--- config.mk ---
export PLATFORM = sky130hd
export DESIGN_NAME = fswd_watchdog
export DESIGN_NICKNAME = d
export VERILOG_FILES = /design/src/rtl/fswd_pkg.sv /design/src/rtl/fswd_presc_if.sv /design/src/rtl/fswd_prescaler.sv /design/src/rtl/fswd_watchdog.sv
export VERILOG_INCLUDE_DIRS = /design/src /design/src/rtl
export SDC_FILE = /design/constraint.sdc
export NUM_CORES = 1
export LEC_CHECK = 0
export ABC_CLOCK_PERIOD_IN_PS = 1700
export BUFFER_PORTS_ARGS = -buffer_cell sky130_fd_sc_hd__buf_2
export CORE_MARGIN = 3
export CORE_UTILIZATION = 25
export DETAILED_ROUTE_END_ITERATION = 8
export GPL_ROUTABILITY_DRIVEN = 0
export PLACE_DENSITY = 0.55
export SLEW_MARGIN = 30
export SYNTH_ARGS = -nofsm -noshare
export SYNTH_HDL_FRONTEND = slang
export SYNTH_SLANG_ARGS = --single-unit
--- constraint.sdc ---
create_clock -name core_clk -period 1.7 [get_ports core_clk]
set_clock_uncertainty 0.1 [all_clocks]
set_input_delay 0.34 -clock core_clk [delete_from_list [all_inputs] [get_ports core_clk]]
set_output_delay 0.34 -clock core_clk [all_outputs]
set_load 0.005 [all_outputs]
--- src/rtl/fswd_params.svh ---
`ifndef FSWD_PARAMS_SVH
`define FSWD_PARAMS_SVH

// ----------------------------------------------------------------------
// Prescaler and counter width
// ----------------------------------------------------------------------
`define FSWD_DIV_SLOW       16384
`define FSWD_DIV_FAST       256
`define FSWD_COUNT_WIDTH    16

// ----------------------------------------------------------------------
// Reset values
// ----------------------------------------------------------------------
`define FSWD_RESET_RELOAD   16'hFF00
`define FSWD_RESET_DIV_SLOW 1'h0
`define FSWD_RESET_ENABLED  1'h1

// ----------------------------------------------------------------------
// Timing
// ----------------------------------------------------------------------
`define FSWD_CLK_PERIOD_NS  4
`define FSWD_PREWARN_NS     128
`define FSWD_PREWARN_CYCLES \
    ((`FSWD_PREWARN_NS + `FSWD_CLK_PERIOD_NS - 1) / `FSWD_CLK_PERIOD_NS)

`endif

--- src/rtl/fswd_pkg.sv ---
package fswd_pkg;

    typedef enum logic [1:0] {
        fswd_st_watch,
        fswd_st_warn,
        fswd_st_reset
    } fswd_state_type;

    typedef logic [15:0] fswd_count_type;

endpackage : fswd_pkg

--- src/rtl/fswd_presc_if.sv ---
`timescale 1ns/100ps

interface fswd_presc_if;
    logic run;
    logic clear;
    logic div_slow;
    logic tick;

    modport ctl (output run, output clear, output div_slow, input tick);
    modport pre (input run, input clear, input div_slow, output tick);
endinterface : fswd_presc_if

--- src/rtl/fswd_prescaler.sv ---
`timescale 1ns/100ps
`include "fswd_params.svh"

module fswd_prescaler #(
    parameter int DIV_SLOW = `FSWD_DIV_SLOW,
    parameter int DIV_FAST = `FSWD_DIV_FAST
) (
    input  wire logic  core_clk,
    input  wire logic  srst,
    fswd_presc_if.pre  ps
);
    import fswd_pkg::*;

    localparam int W  = $clog2(DIV_SLOW);
    localparam int FW = $clog2(DIV_FAST);

    generate
        if (DIV_FAST < 2 || DIV_FAST >= DIV_SLOW || (1 << W) != DIV_SLOW
            || (1 << FW) != DIV_FAST) begin : g_bad_div
            $error("fswd_prescaler: dividers must be powers of two, fast below slow");
        end
    endgenerate

    logic [W-1:0] cnt;

    // ----------------------------------------------------------------------
    // Divider chain
    // ----------------------------------------------------------------------
    // Fast mode taps the low bits, so switching ratio never needs a reload
    assign ps.tick = ps.run && !ps.clear && (ps.div_slow ? (&cnt) : (&cnt[FW-1:0]));

    always_ff @(posedge core_clk) begin
        if (srst) begin
            cnt <= '0;
        end else if (ps.clear) begin
            cnt <= '0;
        end else if (ps.run) begin
            cnt <= cnt + 1'b1;
        end
    end
endmodule : fswd_prescaler

--- src/rtl/fswd_watchdog.sv ---
`timescale 1ns/100ps
`include "fswd_params.svh"

module fswd_watchdog #(
    parameter int                    COUNT_WIDTH    = `FSWD_COUNT_WIDTH,
    parameter int                    PREWARN_DELAY  = `FSWD_PREWARN_CYCLES,
    parameter logic [COUNT_WIDTH-1:0] DEFAULT_RELOAD = `FSWD_RESET_RELOAD
) (
    input  wire logic                   core_clk,
    input  wire logic                   srst,
    input  wire logic                   watchdog_service_instruction,
    input  wire logic                   watchdog_off_instruction,
    input  wire logic                   watchdog_on_instruction,
    input  wire logic                   config_write,
    input  wire logic [COUNT_WIDTH-1:0] watchdog_reload_value,
    input  wire logic                   prescale_slow,
    output logic                        prewarn_irq,
    output logic                        reset_request,
    output logic                        watchdog_enabled,
    output logic [COUNT_WIDTH-1:0]      watchdog_count,
    output fswd_pkg::fswd_state_type    watchdog_state
);
    import fswd_pkg::*;

    localparam int WW = (PREWARN_DELAY < 2) ? 1 : $clog2(PREWARN_DELAY);
    localparam logic [WW-1:0] WARN_LAST = WW'(PREWARN_DELAY - 1);
    localparam int PW_GAP = PREWARN_DELAY;

    generate
        if (COUNT_WIDTH < 8 || COUNT_WIDTH > 32 || PREWARN_DELAY < 1
            || PREWARN_DELAY > 4096) begin : g_bad_param
            $error("fswd_watchdog: unsupported width or prewarning delay");
        end
    endgenerate

    fswd_presc_if ps_bus ();

    logic                   div_slow;
    logic [COUNT_WIDTH-1:0] reload;
    logic [WW-1:0]          warn_cnt;
    logic                   service;
    logic                   overflow;
    logic                   warn_done;
    fswd_state_type         next_state;

    fswd_prescaler #(
        .DIV_SLOW (`FSWD_DIV_SLOW),
        .DIV_FAST (`FSWD_DIV_FAST)
    ) u_prescaler (
        .core_clk (core_clk),
        .srst     (srst),
        .ps       (ps_bus.pre)
    );

    // ----------------------------------------------------------------------
    // Instruction decode
    // ----------------------------------------------------------------------
    assign service = watchdog_service_instruction;

    // On wins over off in the same cycle: a stuck decoder fails safe
    always_ff @(posedge core_clk) begin
        if (srst) begin
            watchdog_enabled <= `FSWD_RESET_ENABLED;
        end else if (watchdog_on_instruction) begin
            watchdog_enabled <= 1'h1;
        end else if (watchdog_off_instruction) begin
            watchdog_enabled <= 1'h0;
        end
    end

    // ----------------------------------------------------------------------
    // Reload value and prescaler choice
    // ----------------------------------------------------------------------
    // Slow ratio with full reload range gives the longest interval
    always_ff @(posedge core_clk) begin
        if (srst) begin
            reload   <= DEFAULT_RELOAD;
            div_slow <= `FSWD_RESET_DIV_SLOW;
        end else if (config_write) begin
            reload   <= watchdog_reload_value;
            div_slow <= prescale_slow;
        end
    end

    assign ps_bus.run      = watchdog_enabled;
    assign ps_bus.clear    = service;
    assign ps_bus.div_slow = div_slow;

    // ----------------------------------------------------------------------
    // Counter
    // ----------------------------------------------------------------------
    assign overflow = watchdog_enabled && ps_bus.tick && !service
                      && (&watchdog_count);

    always_ff @(posedge core_clk) begin
        if (srst) begin
            watchdog_count <= DEFAULT_RELOAD;
        end else if (service) begin
            watchdog_count <= reload;
        end else if (watchdog_enabled && ps_bus.tick) begin
            watchdog_count <= watchdog_count + 1'b1;
        end
    end

    // ----------------------------------------------------------------------
    // Overflow sequence
    // ----------------------------------------------------------------------
    // Service during the prewarning window cancels the reset; a late
    // interrupt handler can still rescue the system
    assign warn_done = watchdog_enabled && !service && (warn_cnt == WARN_LAST);

    always_comb begin
        next_state = watchdog_state;
        case (watchdog_state)
            fswd_st_watch: begin
                if (overflow) begin
                    next_state = fswd_st_warn;
                end
            end
            fswd_st_warn: begin
                if (service) begin
                    next_state = fswd_st_watch;
                end else if (warn_done) begin
                    next_state = fswd_st_reset;
                end
            end
            fswd_st_reset: begin
                next_state = fswd_st_reset;
            end
            default: begin
                next_state = fswd_st_watch;
            end
        endcase
    end

    always_ff @(posedge core_clk) begin
        if (srst) begin
            watchdog_state <= fswd_st_watch;
        end else begin
            watchdog_state <= next_state;
        end
    end

    always_ff @(posedge core_clk) begin
        if (srst) begin
            warn_cnt <= '0;
        end else if (watchdog_state != fswd_st_warn) begin
            warn_cnt <= '0;
        end else if (watchdog_enabled && !service && warn_cnt != WARN_LAST) begin
            warn_cnt <= warn_cnt + 1'b1;
        end
    end

    always_ff @(posedge core_clk) begin
        if (srst) begin
            prewarn_irq <= 1'h0;
        end else begin
            prewarn_irq <= (watchdog_state == fswd_st_watch) && overflow;
        end
    end

    // Held until the application reset that it asks for
    always_ff @(posedge core_clk) begin
        if (srst) begin
            reset_request <= 1'h0;
        end else if (watchdog_state == fswd_st_warn && warn_done) begin
            reset_request <= 1'h1;
        end
    end
endmodule : fswd_watchdog

Word-level counts from Yosys, hierarchy flattened
Cells that the tools add are included.
{"block": "word_totals", "reg_bits": 57, "inputBits": 23, "output_inout_bits": 21, "elab_cells": 45}
{"block": "classes", "addsub": 3, "n_eq_ne": 7, "mux": 7, "reduce_logical": 19}
{"cell": "$mux W16", "count": 2}
{"cell": "$add A16 B1 Y16 const B", "count": 1}
{"cell": "$reduce_and A16 Y1", "count": 1}
{"cell": "$add A14 B1 Y14 const B", "count": 1}
{"cell": "$reduce_and A14 Y1", "count": 1}
{"cell": "$logic_and A1 B1 Y1", "count": 9}
{"cell": "$reduce_and A8 Y1", "count": 1}
{"cell": "$mux W2", "count": 3}
{"cell": "$pmux W2 S3", "count": 1}
{"cell": "$reduce_or A2 Y1", "count": 3}
{"cell": "$add A5 B1 Y5 const B", "count": 1}
{"cell": "$eq A5 B5 Y1 const B", "count": 1}
{"cell": "$ne A5 B5 Y1 const B", "count": 1}
{"cell": "$ne A3 B3 Y1 const B", "count": 1}
{"cell": "$eq A2 B1 Y1 const B", "count": 1}
{"cell": "$eq A2 B2 Y1 const B", "count": 1}
{"cell": "$logic_not A2 Y1", "count": 1}
{"cell": "$ne A2 B1 Y1 const B", "count": 1}
{"cell": "$ne A2 B2 Y1 const B", "count": 1}
{"cell": "$reduce_and A2 Y1", "count": 1}
{"cell": "$reduce_bool A2 Y1", "count": 1}
{"cell": "$logic_not A1 Y1", "count": 1}
{"cell": "$mux W1", "count": 1}

Logic depth before layout (Yosys ltp)
{"block": "logic_depth", "word_depth": 8, "ltp_mapped": 7, "depth_no_buf": 7}

Cells and area by module
A second synthesis with hierarchy kept.
{"block": "hier_totals", "hier_cells": 284, "area_unflattened_um2": 2590.0}
{"module": "fswd_watchdog", "n_inst": 1, "cells_each": 214, "area_each_um2": 1951.9, "seq_area_each_um2": 860.8}
{"module": "fswd_prescaler", "n_inst": 1, "cells_each": 70, "area_each_um2": 638.1, "seq_area_each_um2": 280.3}

Least setup slack after synthesis
OpenSTA, ideal clock, no wires.
{"block": "synth_path", "path_type": "register -> register", "from": "register u_prescaler.cnt[0]", "to": "register watchdog_count[3]", "setup_ns": 0.091, "arrival_ns": 1.617, "t_required_ns": 1.509, "slack_ns": -0.108, "path_stages_with_launch": 7, "n_path_buf": 1, "period_less_slack_ns": 1.808, "path_cell_list": "dfxtp_1 ha_1 and4_1 buf_6 nand2_4 or4_1 a311oi_1"}
{"block": "synth_between", "elab_chain_len": 5, "word_cells_on_any_way": 6, "classes_between": "1 x mux; 5 x reduce/logical"}
{"element": "from (decl)", "line": "fswd_prescaler.sv:24", "source": "logic [W-1:0] cnt;"}
{"element": "from (signal assigned)", "line": "fswd_prescaler.sv:38", "source": "cnt <= cnt + 1'b1;"}
{"element": "$reduce_and A14 Y1 or $reduce_and A8 Y1 (tied branches)", "line": "fswd_prescaler.sv:30", "source": "assign ps.tick = ps.run && !ps.clear && (ps.div_slow ? (&cnt) : (&cnt[FW-1:0]));"}
{"element": "$mux W1 (*)", "line": "fswd_prescaler.sv:30"}
{"element": "$logic_and A1 B1 Y1 (*)", "line": "fswd_prescaler.sv:30"}
{"element": "$logic_and A1 B1 Y1 (*)", "line": "fswd_watchdog.sv:100", "source": "end else if (watchdog_enabled && ps_bus.tick) begin"}
{"element": "$reduce_bool A2 Y1 (no line) (*)"}
{"element": "to (signal assigned)", "line": "fswd_watchdog.sv:99", "source": "watchdog_count <= reload;"}
{"element": "to (signal assigned)", "line": "fswd_watchdog.sv:101", "source": "watchdog_count <= watchdog_count + 1'b1;"}
{"element": "to (decl)", "line": "fswd_watchdog.sv:20", "source": "output logic [COUNT_WIDTH-1:0] watchdog_count,"}
Every way passes the cells marked *; elsewhere a longest branch is shown, timed or not.
A chain may end at the register's enable or synchronous reset.

Worst setup path after layout
{"block": "layout_path", "from": "register u_prescaler.cnt[0]", "to": "register watchdog_count[14]"}
Same word-level chain as after synthesis.

==> flow_summary.rst <==
.. list-table::
   :header-rows: 1

   * - Metric
     - Value
   * - Outcome
     - finished, violations left
   * - Violated checks
     - negative setup slack
   * - Required time of the worst setup path
     - 1.83 ns
   * - HP Class
     - in -> reg
   * - Number of standard cells after synthesis
     - 305
   * - Number of endpoints failing setup at the final stage
     - 4
   * - DR WL/cell
     - 14.6 µm
   * - Max-cap violation count
     - 0
   * - Total negative setup slack
     - -0.0709 ns
   * - Endpoint class of the critical path
     - register
   * - Mux cell area share after synthesis
     - 0.0440
   * - Via count of the first global-routing pass
     - 2559
   * - Gr usage total
     - 0.127
   * - Final #Nets
     - 414
   * - Number of clock sinks seen by CTS
     - 57
   * - IO Pins
     - 44
   * - CP Data Arrival Time
     - 1.86 ns
   * - Number of buffers created by CTS
     - 9
   * - Insertion delay to the later sink of the worst-skew pair
     - 0.34 ns
   * - CP Max Fanout
     - 7
   * - # port buffers
     - 43
   * - Synthesized cell area
     - around 0.0027 mm²
   * - Detailed-routing iteration count for the pre-antenna-repair pass
     - 4
   * - Antenna Cells
     - 0
   * - LEAKAGE
     - between 0.0015 and 0.002 µW
   * - Area fraction in compound gates after synthesis
     - 0.133
   * - Maximum resistive drop on vdd
     - approximately 330 µV
   * - Met1 usage in global routing
     - 0.168
   * - Pins Over Slew Limit
     - 0
   * - Vertical die dimension
     - 111 µm
   * - Maximum count of clock buffers along a single path
     - 2
   * - Post-layout instance count excluding filler cells
     - between 500 and 600
   * - Xor-xnor portion of the synthesized cell area
     - 0.0481
   * - Initial antenna violation count
     - 0
   * - Final critical-path share of the clock period
     - 1.02
   * - Placed Cells
     - 507
   * - Largest family of logic cells by synthesized area
     - simple AND/OR/NAND/NOR gates
   * - F_max
     - 578 MHz
   * - Cell at the root of the clock tree
     - clkbuf_8
   * - Total overflow reported by the global router
     - 0
   * - Wire length reported by the detailed router
     - 7700 µm
   * - Detailed placer's ending HPWL
     - 5330 µm
   * - Number of distinct library cells after synthesis
     - 41
   * - Count of nets left with antenna violations after detail routing
     - 0
   * - Layout area overhead
     - 41.2%
   * - DRC viols
     - 0
   * - CTS H-Tree Depth
     - 3
   * - Adder and majority cell fraction of the synthesized area
     - 0.0183
   * - Die outline width
     - 111 µm
   * - Hold buffers post-CTS
     - 0
   * - CTS tree
     - built
   * - Post-detailed-route via-to-cell ratio
     - 4.87
   * - Number of enable-type register cells in the synthesized netlist
     - 0
   * - Number of cell rows
     - 37
   * - Synthesized area per cell
     - roughly 9 µm²
   * - Global routing usage on met2
     - 0.199
   * - Wire length of the first global-routing pass
     - around 13000 µm
   * - Final design instance area without fill
     - 0.00386 mm²
   * - Worst-case headroom to the max-slew limit
     - 0.597
   * - Die Outline Area
     - ~0.012 mm²
   * - Power per unit of standard cell area
     - 782 mW/mm²
   * - Final core occ
     - 0.369
   * - Fin worst setup slack
     - -0.0311 ns
   * - Area of the core
     - 0.0105 mm²
   * - Clock slew at reported path FFs
     - around 0.070 ns
   * - Total nets after synthesis
     - 332
   * - Effective utilization at floorplan
     - 0.261
   * - Placed Area
     - 0.00340 mm²
   * - Setup repair after global routing missed its margin
     - true
   * - Layout cell share with drive strength beyond 1
     - 0.390
   * - Top flip-flop cell by instance count after synthesis
     - dfxtp_1
   * - Maximum number of pins on one net before global-route repair
     - 45
   * - # fillers
     - 1102
   * - Simple-gate portion of the synthesized area
     - 0.290
   * - Hold violation total from the final report
     - 0
   * - Count of vias placed by the detailed router
     - 2570
   * - YS warnings
     - 0
   * - Fraction of the yosys area taken by sequential cells
     - 0.418
   * - Startpoint type of the worst setup path
     - register
   * - Met3 usage in global routing
     - 0.0362
   * - Async SR Flop Fraction
     - 0
   * - Flop and latch count out of synthesis
     - 57
   * - Transition time at the pin with the least slew margin
     - 0.604 ns
   * - Classification of the worst setup path
     - reg -> reg
   * - Final worst path period need
     - 1.73 ns
   * - GR peak layer
     - met2
   * - Starting DRT DRC Count
     - 111
==> cell usage in the layout (no fill, tap or decap), drive strengths merged, types with 3 or more instances in the layout <==
master,instances
buf,93
dfxtp,57
nor2,41
nor3,14
nand3,14
clkbuf,14
mux2i,12
nand4,12
nor2b,10
and4,10
a211o,9
and3,9
xor2,8
nand2,8
a311oi,8
xnor2,7
a2111oi,7
a21oi,6
inv,6
o21ai,6
a211oi,4
ha,4
or3,4
nand2b,4
nor4,4
nor4b,4
o32ai,3
nor3b,3
==> per-layer routing <==
| metal | part of all wire | up-vias |
|---|---|---|
| met1 | 0.47 | 1213 |
| met5 | 0 | - |
| met2 | 0.47 | 55 |
| met4 | 0.011 | 0 |
| met3 | 0.047 | 8 |
| li1 | - | 1294 |
==> state kept, by name, indices dropped and copies added, names as in the netlist <==
| name | flops |
|---|---|
| reset_request | 1 |
| warn_cnt | 5 |
| watchdog_state | 2 |
| watchdog_enabled | 1 |
| reload | 16 |
| prewarn_irq | 1 |
| watchdog_count | 16 |
| u_prescaler.cnt | 14 |
| div_slow | 1 |
==> Yosys cell counts, drive strengths merged (7+ instances only) <==
cell,count,area share
xnor2,7,0.022
nand4,12,0.027
and4,10,0.032
nor3,14,0.026
nand3,14,0.026
a311oi,8,0.026
a211o,9,0.029
buf,10,0.024
nand2,8,0.014
xor2,8,0.026
nor2,41,0.056
dfxtp,57,0.42
and3,9,0.021
clkbuf,12,0.016
a2111oi,7,0.022
nor2b,10,0.023
mux2i,12,0.044
==> power breakdown <==
| group | leakage [µW] | switching [µW] | internal [µW] |
|---|---|---|---|
| combinational | 0.000972 | 185 | 168 |
| clock | 0.000102 | 547 | 684 |
| sequential | 0.000471 | 42.6 | 1390 |
==> worst max-delay path: stages (launching register included) <==
cell and delay (ns):
dfxtp_4 0.36, ha_4 0.14, nand4_1 0.19, nor4_4 0.33
buf_6 0.18, buf_4 0.12, and4_1 0.17, nor3_1 0.05
==> final timing paths <==
path / start / endpoint / slack [ns] / cells past startpoint
worst max-delay path: u_prescaler.cnt[0] / watchdog_count[14] / -0.03 / 7
worst min register to register: reload[7] / watchdog_count[7] / 0.37 / 2
worst max register to register: u_prescaler.cnt[0] / watchdog_count[14] / -0.03 / 7
worst min-delay path: watchdog_off_instruction / watchdog_enabled / 0.09 / 2
==> cells by family (layout without fill, tap and decap cells) <==
| group | Yosys count | count (layout) |
|---|---|---|
| AND/OR/NAND/NOR | 141 | 141 |
| XOR/XNOR | 15 | 15 |
| multiplexers | 12 | 12 |
| AO/OA/AOI/OAI | 48 | 48 |
| adder cells (fa/ha/maj) | 4 | 4 |
| flip-flops | 57 | 57 |
| buffers and inverters | 28 | 115 |
==> what timing repair did <==
action	in CTS	in global routing
endpoints found under the setup margin	13	22
setup buffers	2	3
pin swaps	10	20
resized for setup	11	43
==> cell type report <==
type                            instances  area [µm²]  area share
Multi-Input combinational cell        220        1680       0.434
Sequential cell                        57        1160       0.300
Timing Repair Buffer                   93         638       0.165
Clock buffer                           14         183      0.0474
Tap cell                              136         170      0.0441
Inverter                                6        22.5     0.00584
Clock inverter                          2        10.0     0.00260
==> stage by stage <==
stage | total power [µW] | hold slack (ns) | worst slack (ns)
4_1_cts | 3030 | 0.0636 | -0.00250
6_report | 3020 | 0.0857 | -0.0311
2_1_floorplan | 1630 | 0.333 | -0.0244
3_3_place_gp | 1780 | 0.349 | -0.0228
5_1_grt | 3170 | 0.0888 | -0.116
3_5_place_dp | 1780 | 0.373 | -0.101
No activity file was read; power rests on OpenSTA's default activity.
